### src/hw/aud_out_pkg.sv
/*
 * Constants, field layout and ratio helpers of the audio output port.
 * Assumes a single system clock; pin clocks are sampled, not used as clocks.
 */
package aud_out_pkg;

    // Register byte addresses
    localparam logic [7:0] REG_CTRL   = 8'h00;
    localparam logic [7:0] REG_STATUS = 8'h04;
    localparam logic [7:0] REG_MAP    = 8'h08;
    localparam logic [7:0] REG_CSTAT  = 8'h0c;
    localparam logic [7:0] REG_CH0    = 8'h10;
    localparam logic [7:0] REG_CH5    = 8'h24;

    // Control field positions
    localparam int CTRL_MCLK_OUT = 0;
    localparam int CTRL_MASTER   = 1;
    localparam int CTRL_MRAT_LSB = 2;
    localparam int CTRL_SRAT_LSB = 4;
    localparam int CTRL_FMT_LSB  = 7;
    localparam int CTRL_DELAY    = 9;
    localparam int CTRL_WORD_LSB = 10;
    localparam int CTRL_L0CH_LSB = 15;
    localparam int CTRL_FALL     = 17;
    localparam int CTRL_DEN_LSB  = 18;
    localparam int CTRL_TX_EN    = 21;
    localparam int CTRL_TX_MCLK  = 22;
    localparam int CTRL_TX_CMP   = 23;
    localparam logic [31:0] CTRL_RESET = 32'h0000_0000;

    // Serialiser and transmitter constants
    localparam logic [4:0] SAMPLE_W     = 5'h14;
    localparam logic [5:0] HC_LAST      = 6'h3f;
    localparam logic [7:0] BLOCK_LAST   = 8'hbf;
    localparam logic [7:0] CSTAT_BITS   = 8'h20;
    localparam logic [7:0] PRE_BLOCK    = 8'he8;
    localparam logic [7:0] PRE_SUB_A    = 8'he2;
    localparam logic [7:0] PRE_SUB_B    = 8'he4;
    localparam logic [7:0] TX_EDGES_256 = 8'h04;
    localparam logic [7:0] TX_EDGES_512 = 8'h08;

    typedef enum logic [1:0] {
        M128 = 2'h0, M256 = 2'h1, M384 = 2'h2, M512 = 2'h3
    } mrat_type;

    typedef enum logic [2:0] {
        S32 = 3'h0, S48 = 3'h1, S64 = 3'h2, S128 = 3'h3, S256 = 3'h4, S512 = 3'h5
    } srat_type;

    typedef enum logic [1:0] {
        FMT_LJ = 2'h0, FMT_I2S = 2'h1, FMT_RJ = 2'h2, FMT_MC = 2'h3
    } fmt_type;

    // Master clock multiple of Fs
    function automatic logic [9:0] mclk_mult(input mrat_type m);
        case (m)
            M128:    return 10'h080;
            M256:    return 10'h100;
            M384:    return 10'h180;
            default: return 10'h200;
        endcase
    endfunction

    // Bit clock multiple of Fs
    function automatic logic [9:0] sclk_mult(input srat_type s);
        case (s)
            S32:     return 10'h020;
            S48:     return 10'h030;
            S64:     return 10'h040;
            S128:    return 10'h080;
            S256:    return 10'h100;
            default: return 10'h200;
        endcase
    endfunction

    // Allowed master and bit clock pairs
    function automatic logic ratio_legal(input mrat_type m, input srat_type s, input logic drive);
        case (m)
            M128:    return s == S32 || s == S64;
            M256:    return s == S32 || s == S64 || s == S128 || s == S256;
            M384:    return !drive && (s == S32 || s == S48 || s == S64);
            default: return s == S32 || s == S64 || s == S128 || s == S256 || s == S512;
        endcase
    endfunction

endpackage

### src/hw/aud_out_port.sv
/*
 * Audio output port: three serial data lines, master/slave bit and frame
 * clocks, master clock pin, and a biphase transmitter output.
 * Assumes I_CLOCK is at least four times faster than any pin clock.
 */
// Our own choices: the address map and the address-and-strobe port.
module aud_out_port #(
    parameter int MCLK_HALF_CYC = 4,
    parameter int TX_HALF_CYC   = 16
) (
    input  wire logic        I_CLOCK,
    input  wire logic        I_RST_B,
    input  wire logic [7:0]  i_addr,
    input  wire logic [31:0] i_wdata,
    input  wire logic        i_wr,
    input  wire logic        i_rd,
    output logic      [31:0] o_rdata,
    input  wire logic        i_mclk,
    output logic             o_mclk,
    output logic             o_mclk_oe_n,
    input  wire logic        i_sclk,
    output logic             o_sclk,
    output logic             o_sclk_oe_n,
    input  wire logic        i_lrclk,
    output logic             o_lrclk,
    output logic             o_lrclk_oe_n,
    output logic             o_audio_data_line_0,
    output logic             o_audio_data_line_1,
    output logic             o_audio_data_line_2,
    output logic             o_biphase_tx_out
);

    typedef struct packed {
        logic [31:0]      ctrl;
        logic [17:0]      map;
        logic [31:0]      cstat;
        logic [5:0][19:0] ch;
        logic [31:0]      rdata;
        logic [7:0]       mdiv;
        logic             mclk_int;
        logic [2:0]       mclk_s;
        logic [2:0]       sclk_s;
        logic [2:0]       lr_s;
        logic [9:0]       ecnt;
        logic             sclk;
        logic             lr;
        logic [9:0]       mbit;
        logic             mclk_oe_n;
        logic             sclk_oe_n;
        logic             lr_oe_n;
        logic [9:0]       bitcnt;
        logic [9:0]       half_len;
        logic             lr_prev;
        logic [1:0]       settle;
        logic [2:0][19:0] sh;
        logic [2:0][1:0]  slot;
        logic [2:0][4:0]  sbit;
        logic [2:0]       act;
        logic [2:0]       dout;
        logic [7:0]       tdiv;
        logic [5:0]       hc;
        logic             sub;
        logic [7:0]       frame;
        logic [31:0]      tword;
        logic [7:0]       tpre;
        logic             tpol;
        logic             tline;
    } state_type;

    state_type                q;
    state_type                n;
    logic                     master;
    logic                     pol;
    aud_out_pkg::fmt_type     fmt;
    aud_out_pkg::mrat_type    msel;
    aud_out_pkg::srat_type    ssel;
    logic                     clk_ok;
    logic                     mtog;
    logic                     mclk_edge;
    logic [9:0]               ediv;
    logic [9:0]               half_bits;
    logic [4:0]               word;
    logic [1:0]               slots0;
    logic [2:0]               den;
    logic                     shift_ev;
    logic                     lr_now;
    logic                     lr_chg;
    logic                     left;
    logic [9:0]               nc;
    logic [2:0]               load;
    logic                     tx_ok;
    logic                     tx_tick;
    logic [7:0]               tterm;
    logic                     tinc;
    logic [5:0]               nh;

    // Channel register address check
    function automatic logic ch_hit(input logic [7:0] a);
        return a >= aud_out_pkg::REG_CH0 && a <= aud_out_pkg::REG_CH5 && a[1:0] == 2'h0;
    endfunction

    // Channel register index from address
    function automatic logic [2:0] ch_idx(input logic [7:0] a);
        logic [7:0] off;
        off = a - aud_out_pkg::REG_CH0;
        return off[4:2];
    endfunction

    // Sample moved to the top of the shifter
    function automatic logic [19:0] align(input logic [19:0] s, input logic [4:0] w);
        return s << (aud_out_pkg::SAMPLE_W - w);
    endfunction

    // Configuration decode
    assign master    = q.ctrl[aud_out_pkg::CTRL_MASTER];
    assign pol       = q.ctrl[aud_out_pkg::CTRL_FALL];
    assign fmt       = aud_out_pkg::fmt_type'(q.ctrl[aud_out_pkg::CTRL_FMT_LSB +: 2]);
    assign msel      = aud_out_pkg::mrat_type'(q.ctrl[aud_out_pkg::CTRL_MRAT_LSB +: 2]);
    assign ssel      = aud_out_pkg::srat_type'(q.ctrl[aud_out_pkg::CTRL_SRAT_LSB +: 3]);
    assign den       = q.ctrl[aud_out_pkg::CTRL_DEN_LSB +: 3];
    assign clk_ok    = aud_out_pkg::ratio_legal(msel, ssel,
                                                q.ctrl[aud_out_pkg::CTRL_MCLK_OUT]);
    assign ediv      = aud_out_pkg::mclk_mult(msel) / aud_out_pkg::sclk_mult(ssel);
    assign half_bits = aud_out_pkg::sclk_mult(ssel) >> 1;
    assign mtog      = q.mdiv >= 8'(MCLK_HALF_CYC - 1);
    assign mclk_edge = q.ctrl[aud_out_pkg::CTRL_MCLK_OUT] ? mtog
                                                          : (q.mclk_s[1] ^ q.mclk_s[2]);
    // Word size, capped to the sample width
    assign word   = (fmt == aud_out_pkg::FMT_MC || q.ctrl[aud_out_pkg::CTRL_WORD_LSB +: 5] == 5'h0
                    || q.ctrl[aud_out_pkg::CTRL_WORD_LSB +: 5] > aud_out_pkg::SAMPLE_W)
                    ? aud_out_pkg::SAMPLE_W : q.ctrl[aud_out_pkg::CTRL_WORD_LSB +: 5];
    assign slots0 = (fmt == aud_out_pkg::FMT_MC) ? 2'h3
                  : 2'(q.ctrl[aud_out_pkg::CTRL_L0CH_LSB +: 2] + 2'h1);

    // Next state
    always_comb begin
        logic [9:0]  st;
        logic [1:0]  slots;
        logic [2:0]  lch;
        logic [2:0]  src;
        logic [1:0]  sl;
        logic [19:0] smp;
        logic        nsub;
        logic [7:0]  nfr;
        logic [31:0] w;
        st     = '0;
        slots  = '0;
        lch    = '0;
        src    = '0;
        sl     = '0;
        smp    = '0;
        nsub   = 1'b0;
        nfr    = '0;
        w      = '0;
        n      = q;
        n.rdata = '0;
        // Register writes
        if (i_wr) begin
            case (i_addr)
                aud_out_pkg::REG_CTRL: begin
                    n.ctrl   = i_wdata;
                    n.settle = '0;
                end
                aud_out_pkg::REG_MAP:   n.map   = i_wdata[17:0];
                aud_out_pkg::REG_CSTAT: n.cstat = i_wdata;
                default: begin
                    if (ch_hit(i_addr)) begin
                        n.ch[ch_idx(i_addr)] = i_wdata[19:0];
                    end
                end
            endcase
        end
        // Pin synchronisers
        n.mclk_s = {q.mclk_s[1:0], i_mclk};
        n.sclk_s = {q.sclk_s[1:0], i_sclk};
        n.lr_s   = {q.lr_s[1:0], i_lrclk};
        // Internal PLL stand-in and pin directions
        n.mdiv = mtog ? 8'h0 : 8'(q.mdiv + 8'h1);
        if (mtog) begin
            n.mclk_int = ~q.mclk_int;
        end
        n.mclk_oe_n = ~q.ctrl[aud_out_pkg::CTRL_MCLK_OUT];
        n.sclk_oe_n = ~master;
        n.lr_oe_n   = ~master;
        // Bit and frame clock generation or capture
        shift_ev = 1'b0;
        if (master) begin
            if (clk_ok && mclk_edge) begin
                if (10'(q.ecnt + 10'h1) >= ediv) begin
                    n.ecnt = '0;
                    n.sclk = ~q.sclk;
                    if (~q.sclk == pol) begin
                        shift_ev = 1'b1;
                        if (10'(q.mbit + 10'h1) >= half_bits) begin
                            n.mbit = '0;
                            n.lr   = ~q.lr;
                        end else begin
                            n.mbit = 10'(q.mbit + 10'h1);
                        end
                    end
                end else begin
                    n.ecnt = 10'(q.ecnt + 10'h1);
                end
            end
            lr_now = n.lr;
        end else begin
            n.ecnt   = '0;
            n.mbit   = '0;
            n.sclk   = pol;
            shift_ev = (q.sclk_s[1] != q.sclk_s[2]) && (q.sclk_s[1] == pol);
            lr_now   = q.lr_s[1];
        end
        // Serialiser
        lr_chg = lr_now != q.lr_prev;
        left   = (fmt == aud_out_pkg::FMT_I2S) ? ~lr_now : lr_now;
        nc     = lr_chg ? 10'h0 : ((&q.bitcnt) ? q.bitcnt : 10'(q.bitcnt + 10'h1));
        load   = '0;
        if (shift_ev) begin
            n.lr_prev = lr_now;
            n.bitcnt  = nc;
            if (lr_chg) begin
                n.half_len = 10'(q.bitcnt + 10'h1);
                if (q.settle != 2'h3) begin
                    n.settle = 2'(q.settle + 2'h1);
                end
            end
            for (int i = 0; i < 3; i++) begin
                slots = (i == 0) ? slots0 : ((fmt == aud_out_pkg::FMT_MC) ? 2'h0 : 2'h1);
                case (fmt)
                    aud_out_pkg::FMT_I2S: st = 10'h1;
                    aud_out_pkg::FMT_RJ:  st = (q.half_len > 10'(word * slots))
                                             ? 10'(q.half_len - 10'(word * slots)) : 10'h0;
                    default:              st = 10'h0;
                endcase
                st = 10'(st + {9'h0, q.ctrl[aud_out_pkg::CTRL_DELAY]});
                sl = q.slot[i];
                if (slots == 2'h0) begin
                    n.act[i] = 1'b0;
                end else if (nc == st) begin
                    load[i] = 1'b1;
                    sl      = 2'h0;
                end else if (q.act[i] && q.sbit[i] == 5'(word - 5'h1)) begin
                    if (2'(q.slot[i] + 2'h1) < slots && q.slot[i] != 2'h3) begin
                        load[i] = 1'b1;
                        sl      = 2'(q.slot[i] + 2'h1);
                    end else begin
                        n.act[i] = 1'b0;
                    end
                end else if (q.act[i]) begin
                    n.sbit[i] = 5'(q.sbit[i] + 5'h1);
                    n.sh[i]   = q.sh[i] << 1;
                end
                if (load[i]) begin
                    lch       = (i == 0) ? {sl, ~left} : {2'(i), ~left};
                    src       = q.map[3 * lch +: 3];
                    smp       = (src < 3'h6) ? q.ch[src] : 20'h0;
                    n.slot[i] = sl;
                    n.act[i]  = 1'b1;
                    n.sbit[i] = '0;
                    n.sh[i]   = align(smp, word);
                end
                n.dout[i] = n.act[i] && n.sh[i][19];
            end
        end
        n.dout = n.dout & den;
        // Transmitter timing source
        tx_ok = q.ctrl[aud_out_pkg::CTRL_TX_EN] && (!q.ctrl[aud_out_pkg::CTRL_TX_MCLK]
                || msel == aud_out_pkg::M256 || msel == aud_out_pkg::M512);
        tinc  = !q.ctrl[aud_out_pkg::CTRL_TX_MCLK] || mclk_edge;
        tterm = !q.ctrl[aud_out_pkg::CTRL_TX_MCLK] ? 8'(TX_HALF_CYC - 1)
              : (msel == aud_out_pkg::M512 ? 8'(aud_out_pkg::TX_EDGES_512 - 8'h1)
                                           : 8'(aud_out_pkg::TX_EDGES_256 - 8'h1));
        tx_tick = tx_ok && tinc && q.tdiv >= tterm;
        nh      = 6'(q.hc + 6'h1);
        // Register reads, after the status terms are settled; data stands one cycle
        if (i_rd) begin
            case (i_addr)
                aud_out_pkg::REG_CTRL:   n.rdata = q.ctrl;
                aud_out_pkg::REG_STATUS: n.rdata = {20'h0, q.frame, tx_ok, clk_ok, lr_now, q.lr};
                aud_out_pkg::REG_MAP:    n.rdata = {14'h0, q.map};
                aud_out_pkg::REG_CSTAT:  n.rdata = q.cstat;
                default: begin
                    if (ch_hit(i_addr)) begin
                        n.rdata = {12'h0, q.ch[ch_idx(i_addr)]};
                    end
                end
            endcase
        end
        if (!tx_ok) begin
            n.tdiv  = '0;
            n.hc    = aud_out_pkg::HC_LAST;
            n.sub   = 1'b1;
            n.frame = aud_out_pkg::BLOCK_LAST;
            n.tline = 1'b0;
        end else if (tinc) begin
            n.tdiv = (q.tdiv >= tterm) ? 8'h0 : 8'(q.tdiv + 8'h1);
        end
        // Biphase encoder, one step per half cell
        if (tx_tick) begin
            n.hc = nh;
            if (q.hc == aud_out_pkg::HC_LAST) begin
                nsub = ~q.sub;
                nfr  = q.frame;
                if (!nsub) begin
                    nfr = (q.frame == aud_out_pkg::BLOCK_LAST) ? 8'h0 : 8'(q.frame + 8'h1);
                end
                w[27:8] = nsub ? q.ch[1] : q.ch[0];
                w[28]   = q.ctrl[aud_out_pkg::CTRL_TX_CMP];
                w[30]   = (nfr < aud_out_pkg::CSTAT_BITS) ? q.cstat[nfr[4:0]] : 1'b0;
                w[31]   = ^w[30:4];
                n.sub   = nsub;
                n.frame = nfr;
                n.tword = w;
                n.tpre  = nsub ? aud_out_pkg::PRE_SUB_B
                        : (nfr == 8'h0 ? aud_out_pkg::PRE_BLOCK : aud_out_pkg::PRE_SUB_A);
                n.tpol  = q.tline;
                n.tline = n.tpre[7] ^ q.tline;
            end else if (nh < 6'h8) begin
                n.tline = q.tpre[3'(3'h7 - nh[2:0])] ^ q.tpol;
            end else if (!nh[0]) begin
                n.tline = ~q.tline;
            end else if (q.tword[nh[5:1]]) begin
                n.tline = ~q.tline;
            end
        end
    end

    // State register; clock pins start as inputs
    always_ff @(posedge I_CLOCK or negedge I_RST_B) begin
        if (!I_RST_B) begin
            q           <= '0;
            q.ctrl      <= aud_out_pkg::CTRL_RESET;
            q.mclk_oe_n <= 1'b1;
            q.sclk_oe_n <= 1'b1;
            q.lr_oe_n   <= 1'b1;
            q.hc        <= aud_out_pkg::HC_LAST;
            q.sub       <= 1'b1;
            q.frame     <= aud_out_pkg::BLOCK_LAST;
        end else begin
            q <= n;
        end
    end

    // Outputs straight from the state register
    assign o_rdata             = q.rdata;
    assign o_mclk              = q.mclk_int;
    assign o_mclk_oe_n         = q.mclk_oe_n;
    assign o_sclk              = q.sclk;
    assign o_sclk_oe_n         = q.sclk_oe_n;
    assign o_lrclk             = q.lr;
    assign o_lrclk_oe_n        = q.lr_oe_n;
    assign o_audio_data_line_0 = q.dout[0];
    assign o_audio_data_line_1 = q.dout[1];
    assign o_audio_data_line_2 = q.dout[2];
    assign o_biphase_tx_out    = q.tline;
endmodule // aud_out_port

### config.mk
export PLATFORM = sky130hd
export DESIGN_NAME = aud_out_port
export DESIGN_NICKNAME = d
export VERILOG_FILES = /design/src/hw/aud_out_pkg.sv /design/src/hw/aud_out_port.sv
export SDC_FILE = /design/constraint.sdc
export NUM_CORES = 1
export LEC_CHECK = 0
export BUFFER_PORTS_ARGS = -buffer_cell sky130_fd_sc_hd__buf_2
export CORE_UTILIZATION = 50
export DETAILED_ROUTE_END_ITERATION = 12
export GPL_TIMING_DRIVEN = 1
export HOLD_SLACK_MARGIN = 0.08
export PLACE_DENSITY = 0.66
export SLEW_MARGIN = 20
export SYNTH_ARGS = -nofsm -noshare
export SYNTH_HDL_FRONTEND = slang
export SYNTH_SLANG_ARGS = --single-unit
### constraint.sdc
create_clock -name I_CLOCK -period 16.6 [get_ports I_CLOCK]
set_input_delay 3.32 -clock I_CLOCK [delete_from_list [all_inputs] [get_ports I_CLOCK]]
set_output_delay 3.32 -clock I_CLOCK [all_outputs]
set_load 0.01 [all_outputs]
* Word-level counts from Yosys, hierarchy flattened
Cells that the tools add are included.
Storage, ports and cells: register bits after elaboration 441, bits in latches 0, bits in writable memories 0, memory bits (read-only) 0, input bits 47, logic and storage cells 404, memories kept 0
Cells by class: add/sub/neg operators 23, multiply operators 5, div/mod/pow operators 1, $lt $le $gt $ge 25, equality and inequality tests 55, shift-type cells 6, multiplexer cells 161, bitwise gates (word level) 15, reduce and logical (&&, ||, !) cells 66
Operator list (number):
- $mux 20 | 28
- $bmux 20 s3 | 4
- $pmux 32 s4 | 1
- $bwmux 120 | 1
- $mux 10 | 9
- $mux 89 | 1
- $mux 5 | 16
- $mux 8 | 8
- $demux 20 s3 | 1
- $shl 20x5->20 | 3
- $mux 57 | 1
- $mux 1 | 51
- $mux 50 | 1
- $pmux 10 s5 | 1
- $mux 2 | 21
- $pmux 10 s2 | 2
- $reduce_and 5->1 | 8
- $ne 3x2->1 const B | 12
- $shiftx 18x6->3 | 2
- $mux 32 | 1
- $add 10x1->10 const B | 3
- $pmux 10 s3 | 1
- $ne 2x1->1 const B | 14
- $reduce_xor 27->1 | 1
- 73 further kinds | 166

* Depth between registers and ports, before layout
word-level depth 26, mapped depth 60, depth with buffers taken out 56

* Least setup slack after synthesis
Ideal clock, no wire load.
path type reg-to-reg, start point register q[426] (netlist name), end point register q[109] (netlist name), setup time 0.131 ns, arrival 11.966 ns, path slack 4.503 ns, cell stages (with the launch flop) 59, period minus slack after synthesis 12.097 ns, cells stage by stage dfrtp_1 > or2_1 > buf_2 > inv_2 > nand2_1 > ha_1 > o21a_1 > o21ai_0 > o21ai_0 > ha_1 > o21a_1 > o21a_1 > o21ai_1 > nor2_1 > a21oi_1 > inv_1 > ha_1 > ha_1 > [... 23 more ...] > nor4b_1 > a2111oi_2 > nor4b_1 > or2_1 > a221o_1 > mux2_2 > a221oi_4 > a31o_1 > buf_6 > mux2i_2 > o21ai_4 > buf_6 > mux2_4 > a222oi_1 > a22oi_2 > mux4_2 > a221oi_1 > a31oi_1
Between the ends: cells in the longest elaborated chain, start to end 23, elaborated cells between the ends (all ways) 53, classes of those cells 1 x mul; 1 x div; 3 x order compare; 11 x eq/ne; 2 x shift; 23 x mux; 2 x bitwise; 10 x reduce/logical
Ends and longest elaborated chain:
- from (decl) | RTL line aud_out_port.sv:70 | state_type q;
- from (signal assigned) | RTL line aud_out_port.sv:340 | q <= n;
- branches (longest 23 deep; another with $div 10x10->10)
Parallel ways; which one is timed is not known. The select of a mux whose other input is x is not followed. A chain may end at the register's enable or synchronous reset.

* Worst setup path in the final report
start point register q[426] (netlist name), end point register q[99] (netlist name)
Same word-level chain as after synthesis.

==> reports/results.ini <==
[yosys]
seq_area_frac_synth_pct=35.62
yosys.area.top_type=dfrtp_1
ys_types=108
synth_edf_count=0
ys.flop_type=dfrtp_1
syn-instance-count=3157
synth-seq-cells=435
syn_area_per_cell_um2=9.699
netlist_area_um2=30620
ys_warn_count=0
async_reset_ff_share_pct=100.0
synth_top_area_share_pct=34.24
ys_top_cells_by_area=dfrtp_1 (34%), mux2_2 (10%), mux4_2 (6.0%)

[critical_path]
r2r_cells=56
r2r_setup_slack_ns=1.51
criticalPathCategory=reg2reg
start_kind=flip-flop
cp_slowest_stage_delay_ns=0.87
critical_path_peak_fanout=36
cp_slowest_cell=a2111oi_0
critPathCaptureType=flip-flop
arrival_ns=15.56
rr_startpoint=q[426]$_DFFE_PN0P_
critPathRequiredTime_ns=17.07
timing.rr.end=q[99]$_DFFE_PN0P_

[worst_hold_path]
hp-class=reg2reg
whs_path_depth=0
hp-start=n[207]$_DFF_PN0_
hold_path_end=n[208]$_DFF_PN0_

[timing]
setup_slack_ns=1.507
fmax_mhz=66.26
slew_viol_final=0
timing.slew.headroom_pct=23.73
finalCriticalPeriod_ns=15.09
finalCritPeriodShare_pct=90.92
holdWs_ns=0.3604
final-setup-viol-count=0
tns_ns=0
clock-skew-final_ns=0.04650
rsz0062_at_grt=false
worst-slew-pin-transition_ns=1.143
hold_violations=0

[grt]
antenna_found_initial=4
grt_pass1_vias=25270
grt_pass1_wl_um=153100
grt_usage_pct=31.55
grt_max_degree=164
overflow=0

[cts]
cts_made_buffers=50
hold_buffers=0
cts_root_buf=clkbuf_16
clock-sinks=435
cts_resized=0
clock_latency_ns=0.63
post_cts_buffers=0
clk_pin_slew_ns=0.07
h-tree-depth=2
clockBufferDepth=3
cts_tree=built

[power]
power_density_nw_per_um2=110.3
pwr-share-comb_pct=32.2
power.internal_mw=2.307
p_sw_share_pct=36.71
vdd_drop_max_mv=0.08105
clkPwrFrac_pct=32.1
power_frac_seq_pct=35.7
p_sw_mw=1.338
power_leakage_nw=14.82

[detailed_routing]
drc_errors=0
drt-total-wl_um=98830
via_per_inst=6.648
drtPass1Iterations=8
antenna_left=0
wl_per_cell_um=25.12
drt_iter0_markers=2915
vias=26160

[floorplanning]
fp.dieW_um=249.5
initial_core_util_pct=50.64
die_h_um=249.5
die_area_um2=62230
core_region_area_um2=60470
rows=90
io_pins=89

[finish]
final_area_um2=33050
layout_common_cells=dfrtp_1 (419), nand2_1 (372), mux2_2 (280)
n_fill_cell=5279
final_common_cell=dfrtp_1
area_growth_pct=7.923
final_nets=3242
drive_gt1_share_pct=20.98

[placement]
io_buffers=88
hpwl_um=70860
placed_area_um2=31260
place_ws_ns=1.819
place.gp.congestion=0.9783

[run]
drv_cap=0

[outcome]
status=finished clean

metrics by stage:
stage / util, % / total power, mW / instances
detailed placement: 51.69 / 2.466 / 3839
global placement: 51.67 / 2.442 / 3839
floorplan: - / 2.154 / 3166
CTS: 54.58 / 3.642 / 3932
global route: 54.65 / 3.837 / 3935
finish: 54.65 / 3.646 / 3935
worst max-delay path, delay by kind of cell (launching register included):
kind	cells	cell delay (ns)
AND/OR/NAND/NOR	14	2.71
multiplexers	4	1.38
buffers and inverters	4	0.75
flip-flops	1	0.47
adder cells (fa/ha/maj)	7	2.09
AO/OA/AOI/OAI	27	7.50
synth_stat cells, types with 17 or more instances:
cell type,n
mux4_2,82
buf_4,48
and2_1,29
a21o_1,24
xor2_1,72
a21oi_1,195
and3_1,19
ha_1,81
o21ai_0,130
a211oi_1,27
o21a_1,18
buf_6,19
clkbuf_1,132
buf_1,18
mux2_2,280
nor3_1,48
dfrtp_1,419
o211ai_1,85
nor2_1,230
a22oi_1,73
mux2i_1,116
nand3_1,106
a32oi_1,24
nor4_1,21
inv_1,44
nand2b_1,25
o22ai_1,21
nand4_1,17
xnor2_1,74
nor2b_1,22
nand2_1,374
final cells by class:
type                    instances  area, µm²  area share [%]
clock inverters                23      280.3          0.8481
clock buffers                  70       1468           4.441
diodes                          2      5.005         0.01515
inverters                      47      176.4          0.5339
multi-input cells            2444      18430           55.76
flip-flops and latches        435      10910           33.00
well taps                     782      978.4           2.961
repair buffers                132      804.5           2.435
power by group through the flow:
stage	clock [mW]	sequential, mW	combinational, mW
global placement	0	1.31	1.13
floorplan	0	1.27	0.886
CTS	1.19	1.30	1.16
detailed placement	0	1.31	1.15
finish	1.17	1.30	1.18
global route	1.23	1.31	1.30
per-layer routing:
| metal | part of all wire (%) | up-vias | track usage, % |
|---|---|---|---|
| met5 | 0.013 | - | 0 |
| li1 | - | 11530 | - |
| met1 | 41 | 13100 | 42.16 |
| met2 | 47 | 1237 | 50.57 |
| met4 | 5.1 | 2 | 14.29 |
| met3 | 7.3 | 292 | 4.892 |
logic make-up after synthesis:
logic type / count (synthesis) / share of synthesized area (%)
adder cells (fa/ha/maj): 85 / 3.571
AO/OA/AOI/OAI: 745 / 16.47
multiplexers: 489 / 20.58
flip-flops: 435 / 35.62
AND/OR/NAND/NOR: 966 / 14.61
XOR/XNOR: 148 / 4.307
other: 2 / 0.02453
buffers and inverters: 287 / 4.814
sequential cells by signal, summed over array words and instances, names as in the netlist, 2 cells and up:
name     cells
den          3
fmt          2
msel         2
n            6
o_rdata     32
q          379
worst max path at each step:
| stage | start | end | slack, ns | cells past startpoint |
|---|---|---|---|---|
| floorplan | q[426]$_DFFE_PN0P_ | q[109]$_DFFE_PN0P_ | 4.50 | 58 |
| global placement | q[426]$_DFFE_PN0P_ | q[99]$_DFFE_PN0P_ | 2.17 | 58 |
| detailed placement | q[426]$_DFFE_PN0P_ | q[109]$_DFFE_PN0P_ | 1.82 | 56 |
| CTS | q[426]$_DFFE_PN0P_ | q[109]$_DFFE_PN0P_ | 1.74 | 56 |
| global route | q[426]$_DFFE_PN0P_ | q[99]$_DFFE_PN0P_ | 0.20 | 57 |
| finish | q[426]$_DFFE_PN0P_ | q[99]$_DFFE_PN0P_ | 1.51 | 56 |
Note: power is estimated with default switching activity, not from simulation.
